File: config.mk
export PLATFORM = sky130hd
export DESIGN_NAME = cmp_irq_ctrl
export DESIGN_NICKNAME = d
export VERILOG_FILES = /design/src/cmp_irq_pkg.sv /design/src/cmp_irq_ctrl.sv
export VERILOG_INCLUDE_DIRS = /design/src
export SDC_FILE = /design/constraint.sdc
export NUM_CORES = 1
export LEC_CHECK = 0
export ABC_CLOCK_PERIOD_IN_PS = 5050
export BUFFER_PORTS_ARGS = -buffer_cell sky130_fd_sc_hd__buf_2
export CAP_MARGIN = 20
export CORE_MARGIN = 8
export CORE_UTILIZATION = 40
export DETAILED_ROUTE_END_ITERATION = 12
export GPL_TIMING_DRIVEN = 0
export HOLD_SLACK_MARGIN = 0.02
export PLACE_DENSITY = 0.69
export SETUP_SLACK_MARGIN = 0.02
export SYNTH_ARGS = -nofsm -noshare
export SYNTH_HDL_FRONTEND = slang
export SYNTH_SLANG_ARGS = --single-unit
export TNS_END_PERCENT = 30
File: constraint.sdc
create_clock -name clk -period 5.05 [get_ports clk]
set_input_delay 1.01 -clock clk [delete_from_list [all_inputs] [get_ports clk]]
set_output_delay 1.01 -clock clk [all_outputs]
set_load 0.03 [all_outputs]
File: src/cmp_irq_defines.svh
// Register map, field positions and reset values for the comparator interrupt block.
// Assumes byte-addressed AXI4-Lite with one register per aligned 32-bit word.
`ifndef CMP_IRQ_DEFINES_SVH
`define CMP_IRQ_DEFINES_SVH

`define ADDR_W            8
// Printed offset kept as a word index; the bus address is four times it
`define IDX_INTCTL        8'h0B
`define OFS_INTCTL        8'h2C
`define OFS_PERIPHERAL_IRQ_ENABLE_2          8'h10
`define OFS_CTL1_C1       8'h14
`define OFS_CTL1_C2       8'h18
`define OFS_MIRROR        8'h1C
`define OFS_FLAGS         8'h20
`define OFS_FLAG_CLR      8'h24
`define OFS_GLOBAL_IRQ    8'h28
`define INTCTL_GIE_BIT    7
`define INTCTL_PERIPHERAL_IRQ_GATE_BIT   6
`define PERIPHERAL_IRQ_ENABLE_2_CMP2_IRQ_EN_BIT     6
`define PERIPHERAL_IRQ_ENABLE_2_CMP1_IRQ_EN_BIT     5
`define PERIPHERAL_IRQ_ENABLE_2_MASK         8'hFD
`define CTL1_RISE_BIT     7
`define CTL1_FALL_BIT     6
`define CTL1_MASK         8'hF3
`define RST_BYTE          8'h00
`define RESP_OKAY         2'h0
`define RESP_SLVERR       2'h2

`endif

File: src/cmp_irq_pkg.sv
// Types shared by the comparator interrupt block.
// Assumes cmp_irq_defines.svh is compiled alongside.
package cmp_irq_pkg;

  typedef struct packed {
    logic [1:0] pos_input_select;
    logic [1:0] neg_input_select;
  } cmp_route_t;

  typedef struct packed {
    logic [7:0]  interrupt_control;
    logic [7:0]  peripheral_irq_enable_2;
    logic [7:0]  comparator_control_1_c1;
    logic [7:0]  comparator_control_1_c2;
    logic [1:0]  comparator_irq_flag;
    logic [1:0]  sync1;
    logic [1:0]  sync2;
    logic [1:0]  prev;
    logic [1:0]  rise;
    logic [1:0]  fall;
    logic        bvalid;
    logic [1:0]  bresp;
    logic        rvalid;
    logic [31:0] rdata;
    logic [1:0]  rresp;
    logic        irq;
    cmp_route_t  route1;
    cmp_route_t  route2;
  } state_t;

endpackage

File: src/cmp_irq_ctrl.sv
// Comparator edge interrupt control: edge flags, input routing, mirror, enables.
// Assumes an AXI4-Lite master on clk; comparator outputs are asynchronous.
//
// Behaviour
// - Rising-edge enable set makes comparator output rise set its flag.
// - Falling-edge enable set makes comparator output fall set its flag.
// - Positive select: 00 pin, 01 DAC, 10 fixed reference, 11 ground.
// - Negative select codes 00 to 11 pick shared pins zero to three.
// - Mirror register shows comparator 2 at bit 1, comparator 1 at bit 0.
// - Comparator 2 interrupt passes only while its enable bit 6 is one.
// - Comparator 1 interrupt passes only while its enable bit 5 is one.
// - Peripheral gate bit must be set for any comparator interrupt to pass.
`timescale 1ns/1ps
`include "cmp_irq_defines.svh"
`default_nettype none

module cmp_irq_ctrl (
  input  wire logic                  clk,
  input  wire logic                  rst_b,
  input  wire logic [1:0]            comparator_result,
  input  wire logic [`ADDR_W-1:0]    s_axi_awaddr,
  input  wire logic                  s_axi_awvalid,
  output logic                       s_axi_awready,
  input  wire logic [31:0]           s_axi_wdata,
  input  wire logic [3:0]            s_axi_wstrb,
  input  wire logic                  s_axi_wvalid,
  output logic                       s_axi_wready,
  output logic                       s_axi_bvalid,
  output logic [1:0]                 s_axi_bresp,
  input  wire logic                  s_axi_bready,
  input  wire logic [`ADDR_W-1:0]    s_axi_araddr,
  input  wire logic                  s_axi_arvalid,
  output logic                       s_axi_arready,
  output logic                       s_axi_rvalid,
  output logic [31:0]                s_axi_rdata,
  output logic [1:0]                 s_axi_rresp,
  input  wire logic                  s_axi_rready,
  output cmp_irq_pkg::cmp_route_t    route_c1,
  output cmp_irq_pkg::cmp_route_t    route_c2,
  output logic                       irq
);

  cmp_irq_pkg::state_t s_q;
  cmp_irq_pkg::state_t s_d;

  // Route field of a control byte
  function automatic cmp_irq_pkg::cmp_route_t route_of(input logic [7:0] c);
    route_of.pos_input_select = c[5:4];
    route_of.neg_input_select = c[1:0];
  endfunction

  // Edge hits against per-comparator enables
  function automatic logic edge_hit(input logic [7:0] c, input logic r, input logic f);
    edge_hit = (c[`CTL1_RISE_BIT] & r) | (c[`CTL1_FALL_BIT] & f);
  endfunction

  logic aw_ok;
  logic ar_ok;
  logic [7:0] wbyte;
  logic [1:0] en_hit;
  logic [1:0] hit;

  // Write is taken only when address and data are both present
  assign aw_ok = s_axi_awvalid & s_axi_wvalid & ~s_q.bvalid;
  assign ar_ok = s_axi_arvalid & ~s_q.rvalid;
  assign wbyte = s_axi_wstrb[0] ? s_axi_wdata[7:0] : `RST_BYTE;

  ////////////////////////////////////////////////////////////////////////////

  always_comb begin
    s_d = s_q;
    s_d.sync1 = comparator_result;
    s_d.sync2 = s_q.sync1;
    s_d.prev  = s_q.sync2;
    s_d.rise  = s_q.sync2 & ~s_q.prev;
    s_d.fall  = ~s_q.sync2 & s_q.prev;
    hit[0] = edge_hit(s_q.comparator_control_1_c1, s_q.rise[0], s_q.fall[0]);
    hit[1] = edge_hit(s_q.comparator_control_1_c2, s_q.rise[1], s_q.fall[1]);

    if (s_q.bvalid && s_axi_bready) begin
      s_d.bvalid = 1'b0;
    end
    if (s_q.rvalid && s_axi_rready) begin
      s_d.rvalid = 1'b0;
    end

    if (aw_ok) begin
      s_d.bvalid = 1'b1;
      s_d.bresp  = `RESP_OKAY;
      if (s_axi_wstrb[0]) begin
        unique case (s_axi_awaddr)
          `OFS_INTCTL:   s_d.interrupt_control = wbyte;
          `OFS_PERIPHERAL_IRQ_ENABLE_2:     s_d.peripheral_irq_enable_2 = wbyte & `PERIPHERAL_IRQ_ENABLE_2_MASK;
          `OFS_CTL1_C1:  s_d.comparator_control_1_c1 = wbyte & `CTL1_MASK;
          `OFS_CTL1_C2:  s_d.comparator_control_1_c2 = wbyte & `CTL1_MASK;
          // Write-one-to-clear; a same-cycle edge re-sets below
          `OFS_FLAG_CLR: s_d.comparator_irq_flag = s_q.comparator_irq_flag & ~wbyte[1:0];
          `OFS_MIRROR, `OFS_FLAGS, `OFS_GLOBAL_IRQ: ;
          default:       s_d.bresp = `RESP_SLVERR;
        endcase
      end
    end
    s_d.comparator_irq_flag = s_d.comparator_irq_flag | hit;

    if (ar_ok) begin
      s_d.rvalid = 1'b1;
      s_d.rresp  = `RESP_OKAY;
      s_d.rdata  = 32'h0000_0000;
      unique case (s_axi_araddr)
        `OFS_INTCTL:     s_d.rdata[7:0] = s_q.interrupt_control;
        `OFS_PERIPHERAL_IRQ_ENABLE_2:       s_d.rdata[7:0] = s_q.peripheral_irq_enable_2;
        `OFS_CTL1_C1:    s_d.rdata[7:0] = s_q.comparator_control_1_c1;
        `OFS_CTL1_C2:    s_d.rdata[7:0] = s_q.comparator_control_1_c2;
        `OFS_MIRROR:     s_d.rdata[1:0] = s_q.sync2;
        `OFS_FLAGS:      s_d.rdata[1:0] = s_q.comparator_irq_flag;
        `OFS_GLOBAL_IRQ: s_d.rdata[0]   = s_q.irq;
        `OFS_FLAG_CLR:   ;
        default:         s_d.rresp = `RESP_SLVERR;
      endcase
    end

    en_hit[1] = s_q.comparator_irq_flag[1] & s_q.peripheral_irq_enable_2[`PERIPHERAL_IRQ_ENABLE_2_CMP2_IRQ_EN_BIT];
    en_hit[0] = s_q.comparator_irq_flag[0] & s_q.peripheral_irq_enable_2[`PERIPHERAL_IRQ_ENABLE_2_CMP1_IRQ_EN_BIT];
    // Global gate kept as a register bit only; the core never acts on it
    s_d.irq = s_q.interrupt_control[`INTCTL_PERIPHERAL_IRQ_GATE_BIT] & (|en_hit);

    s_d.route1 = route_of(s_d.comparator_control_1_c1);
    s_d.route2 = route_of(s_d.comparator_control_1_c2);
  end

  always_ff @(posedge clk or negedge rst_b) begin
    if (!rst_b) begin
      s_q <= '0;
    end else begin
      s_q <= s_d;
    end
  end

  ////////////////////////////////////////////////////////////////////////////

  // Ready is combinational on purpose: single-cycle accept, response from flops
  assign s_axi_awready = aw_ok;
  assign s_axi_wready  = aw_ok;
  assign s_axi_arready = ar_ok;
  assign s_axi_bvalid  = s_q.bvalid;
  assign s_axi_bresp   = s_q.bresp;
  assign s_axi_rvalid  = s_q.rvalid;
  assign s_axi_rdata   = s_q.rdata;
  assign s_axi_rresp   = s_q.rresp;
  assign route_c1      = s_q.route1;
  assign route_c2      = s_q.route2;
  assign irq           = s_q.irq;

  ////////////////////////////////////////////////////////////////////////////

  a_rise_sets_flag: assert property (@(posedge clk) disable iff (!rst_b)
    s_q.rise[0] && s_q.comparator_control_1_c1[`CTL1_RISE_BIT] |=> s_q.comparator_irq_flag[0])
    else $error("rise did not set flag 1");
  a_fall_sets_flag: assert property (@(posedge clk) disable iff (!rst_b)
    s_q.fall[1] && s_q.comparator_control_1_c2[`CTL1_FALL_BIT] |=> s_q.comparator_irq_flag[1])
    else $error("fall did not set flag 2");
  a_rise_sets_flag2: assert property (@(posedge clk) disable iff (!rst_b)
    s_q.rise[1] && s_q.comparator_control_1_c2[`CTL1_RISE_BIT] |=> s_q.comparator_irq_flag[1])
    else $error("rise did not set flag 2");
  a_fall_sets_flag1: assert property (@(posedge clk) disable iff (!rst_b)
    s_q.fall[0] && s_q.comparator_control_1_c1[`CTL1_FALL_BIT] |=> s_q.comparator_irq_flag[0])
    else $error("fall did not set flag 1");
  a_irq_raise: assert property (@(posedge clk) disable iff (!rst_b)
    s_q.interrupt_control[`INTCTL_PERIPHERAL_IRQ_GATE_BIT] && s_q.comparator_irq_flag[0]
      && s_q.peripheral_irq_enable_2[`PERIPHERAL_IRQ_ENABLE_2_CMP1_IRQ_EN_BIT] |=> irq)
    else $error("enabled flag gave no irq");
  a_no_spurious_set: assert property (@(posedge clk) disable iff (!rst_b)
    !s_q.comparator_irq_flag[0] && !hit[0] |=> !s_q.comparator_irq_flag[0])
    else $error("flag 1 set without enabled edge");
  a_route_pos_sel: assert property (@(posedge clk) disable iff (!rst_b)
    route_c1.pos_input_select == s_q.comparator_control_1_c1[5:4])
    else $error("positive select mismatch");
  a_route_neg_sel: assert property (@(posedge clk) disable iff (!rst_b)
    route_c2.neg_input_select == s_q.comparator_control_1_c2[1:0])
    else $error("negative select mismatch");
  a_mirror_read: assert property (@(posedge clk) disable iff (!rst_b)
    ar_ok && s_axi_araddr == `OFS_MIRROR |=> s_axi_rdata == {30'h0, $past(s_q.sync2)})
    else $error("mirror read wrong");
  a_c2_gate: assert property (@(posedge clk) disable iff (!rst_b)
    !s_q.peripheral_irq_enable_2[`PERIPHERAL_IRQ_ENABLE_2_CMP2_IRQ_EN_BIT] && !s_q.comparator_irq_flag[0] |=> !irq)
    else $error("comparator 2 leaked");
  a_c1_gate: assert property (@(posedge clk) disable iff (!rst_b)
    !s_q.peripheral_irq_enable_2[`PERIPHERAL_IRQ_ENABLE_2_CMP1_IRQ_EN_BIT] && !s_q.comparator_irq_flag[1] |=> !irq)
    else $error("comparator 1 leaked");
  a_peripheral_irq_gate_gate: assert property (@(posedge clk) disable iff (!rst_b)
    !s_q.interrupt_control[`INTCTL_PERIPHERAL_IRQ_GATE_BIT] |=> !irq)
    else $error("irq without peripheral gate");
  a_edge_one_cycle: assert property (@(posedge clk) disable iff (!rst_b)
    s_q.rise[0] |=> !s_q.rise[0])
    else $error("edge longer than a cycle");

  c_rise_flag: cover property (@(posedge clk) disable iff (!rst_b) $rose(s_q.comparator_irq_flag[0]));
  c_irq_high:  cover property (@(posedge clk) disable iff (!rst_b) $rose(irq));
  c_clear_flag: cover property (@(posedge clk) disable iff (!rst_b) $fell(s_q.comparator_irq_flag[1]));
  c_fall_flag2: cover property (@(posedge clk) disable iff (!rst_b)
    s_q.fall[1] && s_q.comparator_control_1_c2[`CTL1_FALL_BIT]);

endmodule

`default_nettype wire

==> results.json <==
{
  "vias": 1835,
  "drt-total-wl_um": 5675,
  "dp_cells": 382,
  "rsz0062_at_grt": "false",
  "instances_no_fill": 390,
  "fin_nets": 373,
  "avgSynthCellArea_um2": 11.77,
  "dieArea_mm2": 0.009377,
  "grt_pass1_vias": 1935,
  "crit_path_max_fanout": 10,
  "p_seq_share_pct": 51.4,
  "critical_path.startpoint": "s_axi_arvalid",
  "syn_area_mm2": 0.002614,
  "hold_violations": 0,
  "die_y_um": 96.84,
  "antenna_cells": 0,
  "internal_power_mw": 0.6288,
  "fin_crit_sh_pct": 61.21,
  "hold_path_class": "flip-flop to flip-flop",
  "area_growth_pct": 23.07,
  "drcViolationCount": 0,
  "io_buffers": 57,
  "reg2regPathDepth": 6,
  "clk_latency_ns": 0.29,
  "antenna_found_initial": 0,
  "fin_area_mm2": 0.003217,
  "clock_skew_ns": 0.003899,
  "powerDensity_mw_per_mm2": 264.4,
  "switching_share_pct": 26.08,
  "place_congestion": 0.8700,
  "most-common-layout-cells": "buf_2, dfrtp_1, buf_4, mux2_2, conb_1",
  "drt-wirelength-per-cell_um": 14.55,
  "synth_area_leaders": "dfrtp_1, buf_4, mux2_2",
  "firstDrtPassIters": 4,
  "status": "complete, no violations",
  "finalCriticalPeriod_ns": 3.091,
  "postPlaceCellArea_mm2": 0.003109,
  "dp_hpwl_um": 4489,
  "cts_htree_levels": 2,
  "cp.arrival_ns": 2.08,
  "avgViaCountPerCell": 4.705,
  "numCtsBuffers": 5,
  "min-delay-start": "s_d[54]",
  "cts_tree": "done",
  "tns_ns": 0,
  "clk_path_buf_depth": 2,
  "post_cts_resized": 0,
  "drtAntennaViolNets": 0,
  "root_buffer": "clkbuf_8",
  "start_kind": "input port",
  "clock_sinks": 52,
  "worstMarginPinSlew_ns": 0.6417,
  "grt_overflow_total": 0,
  "cts_setup_buffers": 0,
  "rows": 29,
  "p_comb_share_pct": 16.8,
  "slew-limit-headroom_pct": 57.04,
  "grt_pass1_wl_um": 9459,
  "start_util_pct": 41.16,
  "drtIter0Drc": 63,
  "holdPathStages": 0,
  "endpoint_kind": "output pin",
  "timing.rr.start": "s_axi_bvalid",
  "maxCapViolations": 0,
  "power.leakage_nw": 1.745,
  "power.switching_mw": 0.2218,
  "ys_warn_count": 0,
  "setup_ws_ns": 1.959,
  "worstPathRequired_ns": 4.04,
  "pwr-share-clk_pct": 31.9,
  "setup_viol": 0,
  "pre_cts_ws_ns": 1.960,
  "grt_max_degree": 40,
  "coreArea_mm2": 0.006350,
  "synth_top_area_share_pct": 49.78,
  "final.fill_count": 593,
  "hold_slack_ns": 0.3622,
  "postCtsHoldBufs": 0,
  "criticalPathCategory": "input port to output pin",
  "die_x_um": 96.84,
  "postSynthCellCount": 222,
  "path_clk_slew_ns": 0.09,
  "ios": 111,
  "drive_above_1_share_pct": 46.65,
  "synth_top_area_cell": "dfrtp_1",
  "fmax_mhz": 323.5,
  "drv_slew": 0,
  "yosysUniqueCellTypes": 36,
  "vdd_drop_max_mv": 0.2482,
  "grt_usage_pct": 11.98,
  "layout_commonest_cell": "buf_2",
  "synth-seq-area-share_pct": 49.78,
  "ys_ff_latch": 52
}
## power by group through the flow
stage | Clock (mW) | Sequential (mW) | Combinational (mW)
after CTS | 0.280 | 0.437 | 0.143
final | 0.271 | 0.437 | 0.143
after global routing | 0.299 | 0.439 | 0.155
after detailed placement | 0 | 0.446 | 0.143
after floorplan | 0 | 0.448 | 0.0937
after global placement | 0 | 0.445 | 0.139
## synthesized netlist by cell type
cell       count
nor4_1         1
mux4_2         1
dfrtp_1       52
or4_1          1
nor4b_4        1
nand3_1        2
nor3_4         1
nand2b_1       3
a31oi_1        2
mux2_2        27
a21o_1         5
nand4_1        1
nor4b_1        1
a221o_1        1
conb_1         1
o32a_1         1
inv_1          6
clkbuf_1       2
nor4_4         2
mux2i_1        5
nor2b_1       11
a2bb2oi_1      2
a21oi_1        2
and3_2         1
nand2_1       12
o21ai_0       12
nand4b_1       1
and2_1         1
a32o_1         1
buf_4         45
a22o_1         4
nor2_1         2
nand3_2        1
nor3_1         4
a22oi_1        5
buf_2          2
## registers in the layout, indices dropped and copies added (netlist names)
| signal | count |
|---|---|
| s_axi_rvalid | 1 |
| route_c1 | 2 |
| irq | 1 |
| s_axi_rdata | 8 |
| route_c2 | 2 |
| s_axi_bresp | 1 |
| s_axi_rresp | 1 |
| s_d | 4 |
| s_q | 31 |
| s_axi_bvalid | 1 |
## worst max-delay path, cell delays in order
cell      delay (ns)
buf_2           0.09
nand2b_1        0.22
clkbuf_1        0.44
inv_1           0.11
buf_2           0.20
## routing by layer
layer	part of all wire [%]	GRT usage, %	vias up
met5	0	0	-
met4	0.39	2.130	0
met3	8.1	4.410	4
met2	51	20.73	61
met1	41	13.88	875
li1	-	-	895
## final cells by class
cell class / instances / area [µm²] / area share, %
inverter: 6 / 22.52 / 0.7001
buffer: 49 / 355.3 / 11.05
clock buffer: 6 / 72.57 / 2.256
tap: 77 / 96.34 / 2.995
timing repair buffer: 58 / 305.3 / 9.490
sequential: 52 / 1301 / 40.45
clock inverter: 2 / 35.03 / 1.089
multi-input combinational: 140 / 1028 / 31.97
## stage by stage
step                      total power [mW]  utilization [%]
final                               0.8506            50.66
after CTS                           0.8605            50.66
after global placement              0.5839            48.65
after global routing                0.8930            50.66
after detailed placement            0.5884            48.97
after floorplan                     0.5415                -
## final timing paths
check                                end  slack (ns)
setup / recovery           s_axi_arready        1.96
hold / removal                   s_d[52]        0.36
setup reg to reg                 s_q[80]        3.09
hold reg to reg                  s_d[52]        0.36
max in group asynchronous        s_q[88]        3.93
min in group asynchronous        s_d[52]        0.61
## kinds of logic after synthesis
logic type | after synthesis | synth area share (%)
muxes | 33 | 14.41
AOI/OAI and AO/OA | 35 | 9.191
buffers and inverters | 55 | 14.46
and+or+nand+nor | 46 | 12.02
DFF | 52 | 49.78
other | 1 | 0.1435
Power figures use the tool's default switching activity.
